`src/rtl/i2c_master_defines.svh`:
```
`ifndef I2C_MASTER_DEFINES_SVH
`define I2C_MASTER_DEFINES_SVH

// word indexes on the register bus
`define OFF_BUF 3'h0
`define OFF_CTRL 3'h1
`define OFF_STAT 3'h2
`define OFF_RELOAD 3'h3
`define OFF_IRQ_ST 3'h4
`define OFF_IRQ_CLR 3'h5
`define OFF_IRQ_EN 3'h6

// serial_control_two fields
`define CTRL_START 0
`define CTRL_RESTART 1
`define CTRL_STOP 2
`define CTRL_ACK 3
`define CTRL_RECV 4
`define CTRL_ACKDATA 5
`define CTRL_REQ_MASK 6'h1f
`define CTRL_RST 6'h00

// status fields
`define STAT_FULL 0
`define STAT_WR_COLL 1
`define STAT_START 2
`define STAT_STOP 3
`define STAT_ACKSTAT 4
`define STAT_BUSY 5

// interrupt status, clear and enable fields
`define IRQ_PORT 0
`define IRQ_BCOL 1
`define IRQ_WR_COLL 2
`define IRQ_RST 3'h0

`define RELOAD_RST 8'h13
`define SYNC_RST 3'h7

// last bit index of each of the three engines
`define LAST_TX_BIT 4'h8
`define LAST_RX_BIT 4'h7
`define LAST_ACK_BIT 4'h0

`endif

```
`src/rtl/i2c_coll_pkg.sv`:
```
package i2c_coll_pkg;

  typedef enum logic [3:0] {
    ST_IDLE = 4'h0,
    ST_START1 = 4'h1,
    ST_START2 = 4'h3,
    ST_BIT_LOW = 4'h2,
    ST_BIT_HIGH = 4'h6,
    ST_STOP1 = 4'h7,
    ST_STOP2 = 4'h5,
    ST_RSTART = 4'h4,
    ST_RST_HI = 4'hc
  } state_t;

  typedef enum logic [1:0] {
    OP_TX = 2'h0,
    OP_RX = 2'h1,
    OP_ACK = 2'h2
  } op_t;

endpackage : i2c_coll_pkg

```
`src/rtl/pin_filter.sv`:
```
`timescale 1ns/1ns
`include "i2c_master_defines.svh"

module pin_filter (
  input wire logic clk,
  input wire logic reset,
  input wire logic pin,
  output logic level,
  output logic rise,
  output logic fall
);

  logic [2:0] sync_r;
  logic level_r;
  // a change counts only once the second and third stages agree
  wire agree = sync_r[1] == sync_r[2];

  always_ff @(posedge clk) begin
    if (reset) begin
      sync_r <= `SYNC_RST;
      level_r <= 1'b1;
    end else begin
      sync_r <= {sync_r[1:0], pin};
      if (agree) begin
        level_r <= sync_r[2];
      end
    end
  end

  assign level = level_r;
  assign rise = agree & sync_r[2] & ~level_r;
  assign fall = agree & ~sync_r[2] & level_r;

endmodule : pin_filter

```
`src/rtl/i2c_master_collision_handler.sv`:
```
// The implementer's own choices: the address map and the Avalon-MM interface to the registers.
`timescale 1ns/1ns
`include "i2c_master_defines.svh"

module i2c_master_collision_handler
  import i2c_coll_pkg::*;
#(
  parameter int BAUD_W = 8
) (
  input wire logic clk,
  input wire logic reset,
  input wire logic [2:0] address,
  input wire logic read,
  input wire logic write,
  input wire logic [31:0] writedata,
  output logic [31:0] readdata,
  output logic waitrequest,
  input wire logic scl_i,
  output logic scl_o,
  output logic scl_oe,
  input wire logic sda_i,
  output logic sda_o,
  output logic sda_oe,
  output logic irq
);

  state_t state_r, state_nxt;
  op_t op_r, op_nxt;
  logic [BAUD_W-1:0] baud_counter_r, reload_r;
  logic [3:0] bit_cnt_r;
  logic [7:0] shift_r, rx_r;
  logic [5:0] ctrl_r;
  logic [2:0] irq_st_r, irq_en_r;
  logic ack_r, sampled_r, hold_scl_r, full_r, ackstat_r;
  logic start_seen_r, stop_seen_r, scl_oe_r, sda_oe_r;
  logic [31:0] readdata_r;
  logic scl_lvl, scl_rise, scl_fall, sda_lvl, sda_rise, sda_fall;

  pin_filter u_scl (
    .clk(clk),
    .reset(reset),
    .pin(scl_i),
    .level(scl_lvl),
    .rise(scl_rise),
    .fall(scl_fall)
  );

  pin_filter u_sda (
    .clk(clk),
    .reset(reset),
    .pin(sda_i),
    .level(sda_lvl),
    .rise(sda_rise),
    .fall(sda_fall)
  );

  // bus slave: one wait cycle, action on the edge that sees waitrequest low
  wire req = read | write;
  wire bus_wr = write & ack_r;
  wire bus_rd = read & ack_r;
  wire wr_buf = bus_wr & (address == `OFF_BUF);
  wire wr_ctrl = bus_wr & (address == `OFF_CTRL);
  wire wr_reload = bus_wr & (address == `OFF_RELOAD);
  wire wr_clr = bus_wr & (address == `OFF_IRQ_CLR);
  wire wr_en = bus_wr & (address == `OFF_IRQ_EN);
  wire rd_buf = bus_rd & (address == `OFF_BUF);

  wire idle = state_r == ST_IDLE;
  wire buf_ok = wr_buf & idle;
  wire wr_coll_evt = wr_buf & ~idle;

  // clock released by us but held low elsewhere: counter waits
  wire scl_rel = (state_r == ST_BIT_HIGH) | (state_r == ST_RST_HI) | (state_r == ST_STOP2);
  wire hold_low = scl_rel & ~scl_lvl;
  wire tick = (baud_counter_r == '0) & ~hold_low;

  wire [3:0] last_cnt = (op_r == OP_TX) ? `LAST_TX_BIT :
                        (op_r == OP_RX) ? `LAST_RX_BIT : `LAST_ACK_BIT;
  wire last_bit = bit_cnt_r == last_cnt;
  wire ack_in = (op_r == OP_TX) & (bit_cnt_r == `LAST_TX_BIT);
  wire cur_one = (op_r == OP_RX) | ack_in |
                 ((op_r == OP_TX) & shift_r[7]) |
                 ((op_r == OP_ACK) & ctrl_r[`CTRL_ACKDATA]);
  wire sample = (state_r == ST_BIT_HIGH) & scl_lvl & ~sampled_r;

  // we released the data line for a one, yet it reads low
  wire coll_bit = sample & cur_one & ~sda_lvl & ~ack_in & (op_r != OP_RX);
  wire coll_start = (state_r == ST_START1) & (~scl_lvl | ~sda_lvl);
  wire coll_rst = (state_r == ST_RST_HI) & scl_lvl & ~sda_lvl;
  wire coll = coll_bit | coll_start | coll_rst;

  wire byte_done = (state_r == ST_BIT_HIGH) & tick & last_bit & ~coll;
  wire start_done = (state_r == ST_START2) & tick;
  wire stop_done = (state_r == ST_STOP2) & tick;
  wire bus_start = sda_fall & scl_lvl & ~scl_fall;
  wire bus_stop = sda_rise & scl_lvl & ~scl_fall; // our data edge lands with clock fall
  // bus is watched in every state, so a foreign stop after a loss still interrupts
  wire port_evt = byte_done | start_done | stop_done | bus_stop;

  always_comb begin
    state_nxt = state_r;
    op_nxt = op_r;
    if (coll) begin
      state_nxt = ST_IDLE;
    end else begin
      unique case (state_r)
        ST_IDLE: begin
          if (buf_ok) begin
            state_nxt = ST_BIT_LOW;
            op_nxt = OP_TX;
          end else if (ctrl_r[`CTRL_START]) begin
            state_nxt = ST_START1;
          end else if (ctrl_r[`CTRL_RESTART]) begin
            state_nxt = ST_RSTART;
          end else if (ctrl_r[`CTRL_STOP]) begin
            state_nxt = ST_STOP1;
          end else if (ctrl_r[`CTRL_ACK]) begin
            state_nxt = ST_BIT_LOW;
            op_nxt = OP_ACK;
          end else if (ctrl_r[`CTRL_RECV]) begin
            state_nxt = ST_BIT_LOW;
            op_nxt = OP_RX;
          end
        end
        ST_START1: if (tick) state_nxt = ST_START2;
        ST_START2: if (tick) state_nxt = ST_IDLE;
        ST_RSTART: if (tick) state_nxt = ST_RST_HI;
        ST_RST_HI: if (tick) state_nxt = ST_START2;
        ST_BIT_LOW: if (tick) state_nxt = ST_BIT_HIGH;
        ST_BIT_HIGH: if (tick) state_nxt = last_bit ? ST_IDLE : ST_BIT_LOW;
        ST_STOP1: if (tick) state_nxt = ST_STOP2;
        ST_STOP2: if (tick) state_nxt = ST_IDLE;
        default: state_nxt = ST_IDLE;
      endcase
    end
  end

  wire next_bit = (state_r == ST_BIT_HIGH) & (state_nxt == ST_BIT_LOW);
  wire leave = state_nxt != state_r;

  always_ff @(posedge clk) begin
    if (reset) begin
      state_r <= ST_IDLE;
      op_r <= OP_TX;
    end else begin
      state_r <= state_nxt;
      op_r <= op_nxt;
    end
  end

  always_ff @(posedge clk) begin
    if (reset) begin
      baud_counter_r <= '0;
    end else if (leave | hold_low) begin
      baud_counter_r <= reload_r;
    end else if (baud_counter_r != '0) begin
      baud_counter_r <= baud_counter_r - 1'b1;
    end
  end

  // count restarts whenever the engine leaves the bit states
  always_ff @(posedge clk) begin
    if (reset) begin
      bit_cnt_r <= 4'h0;
    end else if (next_bit) begin
      bit_cnt_r <= bit_cnt_r + 4'h1;
    end else if (state_r != ST_BIT_HIGH && state_r != ST_BIT_LOW) begin
      bit_cnt_r <= 4'h0;
    end
  end

  always_ff @(posedge clk) begin
    if (reset) begin
      sampled_r <= 1'b0;
    end else begin
      sampled_r <= (state_r == ST_BIT_HIGH) & (sampled_r | sample) & ~leave;
    end
  end

  always_ff @(posedge clk) begin
    if (reset) begin
      shift_r <= 8'h00;
    end else if (buf_ok) begin
      shift_r <= writedata[7:0];
    end else if (sample && op_r == OP_RX) begin
      shift_r <= {shift_r[6:0], sda_lvl};
    end else if (next_bit && op_r == OP_TX) begin
      shift_r <= {shift_r[6:0], 1'b0};
    end
  end

  always_ff @(posedge clk) begin
    if (reset) begin
      rx_r <= 8'h00;
      ackstat_r <= 1'b0;
    end else begin
      if (byte_done && op_r == OP_RX) begin
        rx_r <= shift_r;
      end
      if (sample && ack_in) begin
        ackstat_r <= sda_lvl;
      end
    end
  end

  // setting wins over a read or collision in the same cycle
  wire full_set = buf_ok | (byte_done & (op_r == OP_RX));
  wire full_clr = coll | (byte_done & (op_r == OP_TX)) | rd_buf;
  always_ff @(posedge clk) begin
    if (reset) begin
      full_r <= 1'b0;
    end else begin
      full_r <= full_set | (full_r & ~full_clr);
    end
  end

  wire hold_set = start_done | byte_done;
  wire hold_clr = coll | (idle & leave);
  always_ff @(posedge clk) begin
    if (reset) begin
      hold_scl_r <= 1'b0;
    end else begin
      hold_scl_r <= ~hold_clr & (hold_set | hold_scl_r);
    end
  end

  wire [5:0] done_clr = {1'b0,
                         byte_done & (op_r == OP_RX),
                         byte_done & (op_r == OP_ACK),
                         stop_done, start_done, start_done};
  wire [5:0] ctrl_clr = coll ? `CTRL_REQ_MASK : done_clr;
  wire [5:0] ctrl_set = wr_ctrl ? writedata[5:0] : 6'h00;
  always_ff @(posedge clk) begin
    if (reset) begin
      ctrl_r <= `CTRL_RST;
    end else if (wr_ctrl) begin
      ctrl_r <= ctrl_set | (ctrl_r & ~ctrl_clr & ~`CTRL_REQ_MASK);
    end else begin
      ctrl_r <= ctrl_r & ~ctrl_clr;
    end
  end

  always_ff @(posedge clk) begin
    if (reset) begin
      reload_r <= BAUD_W'(`RELOAD_RST);
    end else if (wr_reload) begin
      reload_r <= writedata[BAUD_W-1:0];
    end
  end

  always_ff @(posedge clk) begin
    if (reset) begin
      start_seen_r <= 1'b0;
      stop_seen_r <= 1'b0;
    end else if (bus_stop) begin
      start_seen_r <= 1'b0;
      stop_seen_r <= 1'b1;
    end else if (bus_start) begin
      start_seen_r <= 1'b1;
      stop_seen_r <= 1'b0;
    end
  end

  wire [2:0] irq_set = {wr_coll_evt, coll, port_evt};
  wire [2:0] irq_clr = wr_clr ? writedata[2:0] : 3'h0;
  always_ff @(posedge clk) begin
    if (reset) begin
      irq_st_r <= `IRQ_RST;
      irq_en_r <= `IRQ_RST;
    end else begin
      irq_st_r <= irq_set | (irq_st_r & ~irq_clr);
      if (wr_en) begin
        irq_en_r <= writedata[2:0];
      end
    end
  end

  // pin drive is registered; a lost line is let go one cycle after the loss
  wire in_bit = (state_r == ST_BIT_LOW) | (state_r == ST_BIT_HIGH);
  wire scl_want = (state_r == ST_BIT_LOW) | (state_r == ST_STOP1) |
                  (state_r == ST_RSTART) | (idle & hold_scl_r);
  wire sda_want = (state_r == ST_START2) | (state_r == ST_STOP1) |
                  (state_r == ST_STOP2) | (in_bit & ~cur_one);
  always_ff @(posedge clk) begin
    if (reset) begin
      scl_oe_r <= 1'b0;
      sda_oe_r <= 1'b0;
    end else begin
      scl_oe_r <= scl_want & ~coll;
      sda_oe_r <= sda_want & ~coll;
    end
  end

  wire [5:0] stat = {~idle, ackstat_r, start_seen_r, stop_seen_r,
                     irq_st_r[`IRQ_WR_COLL], full_r};
  wire [31:0] rd_mux =
    (address == `OFF_BUF) ? {24'h000000, rx_r} :
    (address == `OFF_CTRL) ? {26'h0000000, ctrl_r} :
    (address == `OFF_STAT) ? {26'h0000000, stat} :
    (address == `OFF_RELOAD) ? 32'(reload_r) :
    (address == `OFF_IRQ_ST) ? {29'h00000000, irq_st_r} :
    (address == `OFF_IRQ_EN) ? {29'h00000000, irq_en_r} : 32'h00000000;

  always_ff @(posedge clk) begin
    if (reset) begin
      ack_r <= 1'b0;
      readdata_r <= 32'h00000000;
    end else begin
      ack_r <= req & ~ack_r;
      if (read & ~ack_r) begin
        readdata_r <= rd_mux;
      end
    end
  end

  assign waitrequest = req & ~ack_r;
  assign readdata = readdata_r;
  assign scl_o = 1'b0;
  assign sda_o = 1'b0;
  assign scl_oe = scl_oe_r;
  assign sda_oe = sda_oe_r;
  assign irq = |(irq_st_r & irq_en_r);

endmodule : i2c_master_collision_handler

```
`config.mk`:
```
export PLATFORM = sky130hd
export DESIGN_NAME = i2c_master_collision_handler
export DESIGN_NICKNAME = d
export VERILOG_FILES = /design/src/rtl/i2c_coll_pkg.sv /design/src/rtl/pin_filter.sv /design/src/rtl/i2c_master_collision_handler.sv
export VERILOG_INCLUDE_DIRS = /design/src /design/src/rtl
export SDC_FILE = /design/constraint.sdc
export NUM_CORES = 1
export LEC_CHECK = 0
export BUFFER_PORTS_ARGS = -buffer_cell sky130_fd_sc_hd__buf_2
export CELL_PAD_IN_SITES_DETAIL_PLACEMENT = 2
export CELL_PAD_IN_SITES_GLOBAL_PLACEMENT = 2
export CORE_AREA = 10 10 122 124
export DETAILED_ROUTE_END_ITERATION = 6
export DIE_AREA = 0 0 132 134
export PLACE_DENSITY_LB_ADDON = 0.1
export SYNTH_ARGS = -nofsm -noshare
export SYNTH_HDL_FRONTEND = slang
export SYNTH_SLANG_ARGS = --single-unit
```
`constraint.sdc`:
```
create_clock -name clk -period 4.3 [get_ports clk]
set_input_delay 0.215 -clock clk [delete_from_list [all_inputs] [get_ports clk]]
set_output_delay 0.215 -clock clk [all_outputs]
set_load 0.02 [all_outputs]
```
* After elaboration in Yosys (flattened, before gate mapping)
Index checks and enable logic that the tools add are counted.
** Storage, ports and cells
- Flip-flop bits (word level) :: 103
- Input bits :: 41
- Output and inout bits :: 38
** Cells by class
- Add/subtract/negate cells :: 2
- Eq/ne operators :: 28
- Mux-type cells :: 42
- Bitwise logic cells :: 103
- Reduce and logical (&&, ||, !) cells :: 20
** Operator list (count)
- two-way mux 8 bit :: 9
- two-way mux 4 bit :: 16
- bitwise AND 1 bit :: 54
- case mux 4 bit (7 select lines) :: 1
- OR 1 bit :: 27
- equality test 4 x 3 -> 1 bit, second input constant :: 4
- NOT 1 bit :: 15
- two-way mux 2 bit :: 7
- equality test 4 x 2 -> 1 bit, second input constant :: 3
- two-way mux 3 bit :: 4
- two-way mux 6 bit :: 2
- equality test 3 bit, second input constant :: 3
- equality test 4 bit, second input constant :: 2
- logical NOT 8 bit :: 1
- != test 2 x 1 -> 1 bit, second input constant :: 4
- nonzero test 8 bit :: 1
- subtractor 8 x 1 -> 8 bit, second input constant :: 1
- bitwise AND 3 bit :: 2
- bitwise AND 6 bit :: 1
- equality test 3 x 2 -> 1 bit, second input constant :: 2
- NOT 5 -> 6 bit :: 1
- OR 6 bit :: 1
- AND reduction 6 bit :: 1
- nonzero test 2 bit :: 3
- 21 further kinds :: 30

* Logic depth before layout (Yosys ltp)
- Word-level depth :: 19
- Mapped depth :: 11
- Mapped depth without buffers :: 10

* Cells and area by module
A second synthesis with hierarchy kept.
** Second synthesis, totals
- Cells, all modules :: 560
- Area total of the unflattened synthesis :: 4663.2 um^2
** By module, submodules not included
- i2c_master_collision_handler :: times used 1, cells each 528, area an instance 4340.4 um^2
- pin_filter :: times used 2, cells each 16, area an instance 161.4 um^2

* Worst setup path before layout
No wires, ideal clock.
- Path kind :: register to register
- From :: register state_r[0]
- To :: register hold_scl_r
- Library setup time :: 0.103 ns
- Arrival time :: 2.377 ns
- Required time :: 4.197 ns
- Setup slack :: 1.819 ns
- Cell stages (with the launch flop) :: 10
- Period minus slack after synthesis :: 2.481 ns
- Path through :: dfxtp_1 -> or4_4 -> nor4_4 -> nor4b_4 -> o2111ai_1 -> a32oi_1 -> and4_1 -> buf_6 -> nand3_4 -> a2111oi_2
** Between the ends
- Longest elaborated chain between the ends :: 15
- Elaborated cells on any way between the ends :: 54
- Those cells by class :: eq/ne: 9; mux: 14; bitwise: 28; reduce/logical: 3
** RTL lines
- from (decl) :: RTL line i2c_master_collision_handler.sv:27 : state_t state_r, state_nxt;
- from (signal assigned) :: RTL line i2c_master_collision_handler.sv:146 : state_r <= state_nxt;
- equality test 4 x 3 -> 1 bit
- bitwise AND 1 bit (2 in a row) :: RTL line i2c_master_collision_handler.sv:84 : wire sample = (state_r == ST_BIT_HIGH) & scl_lvl & ~sampled_r;
- bitwise AND 1 bit (4 in a row) :: RTL line i2c_master_collision_handler.sv:87 : wire coll_bit = sample & cur_one & ~sda_lvl & ~ack_in & (op_r != OP_RX);
- OR 1 bit (2 in a row) :: RTL line i2c_master_collision_handler.sv:90 : wire coll = coll_bit | coll_start | coll_rst;
- two-way mux 4 bit :: RTL line i2c_master_collision_handler.sv:103 : if (coll) begin
- != test 4 bit :: RTL line i2c_master_collision_handler.sv:139 : wire leave = state_nxt != state_r;
- bitwise AND 1 bit :: RTL line i2c_master_collision_handler.sv:218 : wire hold_clr = coll | (idle & leave);
- OR 1 bit :: RTL line i2c_master_collision_handler.sv:218
- NOT 1 bit :: RTL line i2c_master_collision_handler.sv:223 : hold_scl_r <= ~hold_clr & (hold_set | hold_scl_r);
- bitwise AND 1 bit * :: RTL line i2c_master_collision_handler.sv:223
- to (signal assigned) :: RTL line i2c_master_collision_handler.sv:223
- to (decl) :: RTL line i2c_master_collision_handler.sv:34 : logic ack_r, sampled_r, hold_scl_r, full_r, ackstat_r;
Every way passes the cells marked *; elsewhere a longest branch is shown, timed or not.
A chain may end at the register's enable or synchronous reset.

* Worst setup path in the final report
- From :: register state_r[1]
- To :: register baud_counter_r[5]
** Between the ends
- Longest elaborated chain between the ends :: 13
- Elaborated cells on any way between the ends :: 46
- Those cells by class :: eq/ne: 9; mux: 15; bitwise: 18; reduce/logical: 4
** RTL lines
- equality test 4 x 3 -> 1 bit :: RTL line i2c_master_collision_handler.sv:73, i2c_master_collision_handler.sv:84, i2c_master_collision_handler.sv:106
- bitwise AND 1 bit (2 in a row) :: RTL line i2c_master_collision_handler.sv:84
- bitwise AND 1 bit (4 in a row) :: RTL line i2c_master_collision_handler.sv:87
- OR 1 bit (2 in a row) :: RTL line i2c_master_collision_handler.sv:90
- two-way mux 4 bit :: RTL line i2c_master_collision_handler.sv:103
- != test 4 bit :: RTL line i2c_master_collision_handler.sv:139
- OR 1 bit * :: RTL line i2c_master_collision_handler.sv:154 : end else if (leave | hold_low) begin
- two-way mux 8 bit or nonzero test 2 bit (tied branches)
- to (signal assigned) :: RTL line i2c_master_collision_handler.sv:155 : baud_counter_r <= reload_r;
- to (signal assigned) :: RTL line i2c_master_collision_handler.sv:157 : baud_counter_r <= baud_counter_r - 1'b1;
- to (decl) :: RTL line i2c_master_collision_handler.sv:29 : logic [BAUD_W-1:0] baud_counter_r, reload_r;
Marked as above.

==> out/metrics.cfg <==
[clocking]
clock_latency_ns=0.35
h-tree-depth=3
cts_resized=0
post_cts_buffers=0
cts_sinks=79
clk_pin_slew_ns=0.06
clockRootBuffer=clkbuf_16
cts_buffers=9
hold_buffers=0
cts_tree=yes
clk_path_buf_depth=2

[timing]
final_max_slew_viol_count=0
worstMarginPinSlew_ns=0.784
hold_viol=0
hold_ws_ns=0.0455
min_period_ns=3.54
fin_skew_ns=0.0113
timing.fmax_mhz=283
relSlewSlack_pct=47.7
period_share_pct=82.3
finalSetupViolCount=0
fin_setup_tns_ns=0
rsz0062_at_grt=false

[outcome]
status=completed

[synth]
avgSynthCellArea_um2=8.31
async_flop_share_pct=0
yosysTopAreaCellShare_pct=35.8
synth_ff_type=dfxtp_1
ys_ff_latch=79
synth_most_common_cell=dfxtp_1
synthTopCellsByCount=dfxtp_1 (79), nor2_1 (70), nand2_1 (39), a21oi_1 (32)
synth_cell_type_count=72
yosys.area.top_type=dfxtp_1
ys_seq_area_share_pct=35.8
synth-edff-count=0
synthTopCellsByArea=dfxtp_1 (36%), mux2i_1 (6.1%), nor2_1 (5.9%)
syn-cell-area_mm2=0.00442
syn-instance-count=532
ys_warn_count=0

[grt]
grt_pass1_wl_mm=23.7
grt_pass1_vias=4230
track_usage_pct=16.7
antenna_found_initial=0
grt-ovfl-total=0
grt_max_degree=40

[drt]
drt_wl_total_mm=14.9
vias_per_cell=5.52
drtAntennaViolNets=0
num_vias=3989
drtIter0Drc=157
routedWlPerCell_um=20.6
dr.pass1.iters=4
drt_drc_violations_left=0

[setup_path]
slowest_delay_ns=0.81
worst-path-buf-inv=0
path_cells=nor2b_1 -> o311ai_2 -> o311ai_1 -> nand3b_1 -> a32oi_1 -> and4_1 -> a41o_1 -> a311oi_1
reg2regPathDepth=8
startpoint_type=flop
cp-startpoint=state_r[1]
critical-path-top-delay-family=compound AO/OA/AOI/OAI gates
arrival_ns=3.78
cp_slowest_cell=dfxtp_1
r2r_start=state_r[1]
path_max_fanout=22
rr_endpoint=baud_counter_r[5]
worstSetupEndpointType=flop
crit_type=reg -> reg
crit_end=baud_counter_r[5]
path_depth=8
worstPathRequired_ns=4.54
r2r_setup_slack_ns=0.76

[floorplanning]
floorplan.io_pins=79
fp.dieW_um=132
placementRows=41
core_mm2=0.0125
initial_core_util_pct=35.5
die_area_mm2=0.0177
die_h_um=134

[placement]
portBuffers=28
dp_hpwl_mm=11.2
dp.cells=707
place.gp.congestion=0.866

[layout]
num_antenna_cells=0
syn2layout_area_growth_pct=10.7
layout-drive-gt1-share_pct=13.6
utilization_pct=39.2
nets=594
final_cells=723

[power]
ir_drop_mv=0.189
power_uw=2220
power.density_mw_per_mm2=454
p_leak_uw=0.00188

[job]
maxCapViolations=0

[hold_path]
hold_path.class=in -> reg

## cell type report
class                           count  area [um^2]
Fill cell                        1457         7570
Multi-Input combinational cell    407         2550
Sequential cell                    79         1580
Clock buffer                       10          239
Tap cell                          172          215
Timing Repair Buffer               34          185
Clock inverter                      6         67.6
Inverter                           15         56.3
## layout by cell type (no fill, tap or decap), types with 15 or more instances in the layout
cell	Yosys	layout
inv_1	15	15
nand2_1	39	39
nor3_1	24	24
nor2_1	70	70
a21oi_1	32	32
conb_1	1	26
dfxtp_1	79	79
o21ai_0	16	16
mux2i_1	27	27
buf_2	8	28
## routing by layer
layer	track usage [%]	wire length [um]	part of all wire [%]
met1	20.1	6740	45
met2	29.2	7440	50
met3	3.14	458	3.1
met4	5.56	244	1.6
met5	0	0	0
## through the flow
stage	instance area, um^2	setup slack (ns)
final	4890	0.762
after global routing	4890	0.411
after CTS	4890	0.789
after detailed placement	4590	0.808
after global placement	4590	0.959
after floorplan	4510	1.82
## worst min-delay path by stage
stage | start | endpoint | slack (ns) | cells after the start
floorplan | scl_i | u_scl.sync_r[0] | 0.32 | 1
global placement | u_scl.sync_r[0] | u_scl.sync_r[1] | 0.39 | 1
detailed placement | u_sda.sync_r[0] | u_sda.sync_r[1] | 0.40 | 1
CTS | sda_i | u_sda.sync_r[0] | 0.03 | 2
global route | sda_i | u_sda.sync_r[0] | 0.05 | 2
finish | sda_i | u_sda.sync_r[0] | 0.05 | 2
## report_power, final
| part | total (uW) | internal [uW] | switching, uW | leakage [uW] |
|---|---|---|---|---|
| clock network | 795 | 468 | 328 | 0.000145 |
| logic | 585 | 217 | 368 | 0.00110 |
| registers | 840 | 781 | 59.2 | 0.000642 |
| total | 2220 | 1470 | 755 | 0.00188 |
## state kept, by name, indices dropped and copies added (netlist names), 2 cells and up
name and cells:
shift_r 8, irq_en_r 3, u_sda.sync_r 3, op_r 2, reload_r 8, irq_st_r 3, baud_counter_r 8, ctrl_r 6
state_r 4, readdata 8, u_scl.sync_r 3, rx_r 8, bit_cnt_r 4
## kinds of logic (layout without fill, tap and decap cells)
kind of cell             Yosys count  count (layout)  share of synthesized area (%)
other                              1              26                         0.0848
buffers and inverters             71              65                           8.72
flip-flops                        79              79                           35.8
adder cells (fa/ha/maj)            7               7                           1.98
XOR/XNOR                           8               8                           1.58
AO/OA/AOI/OAI                    118             118                           19.0
multiplexers                      29              29                           6.62
AND/OR/NAND/NOR                  219             219                           26.2
Power figures use the tool's default switching activity.
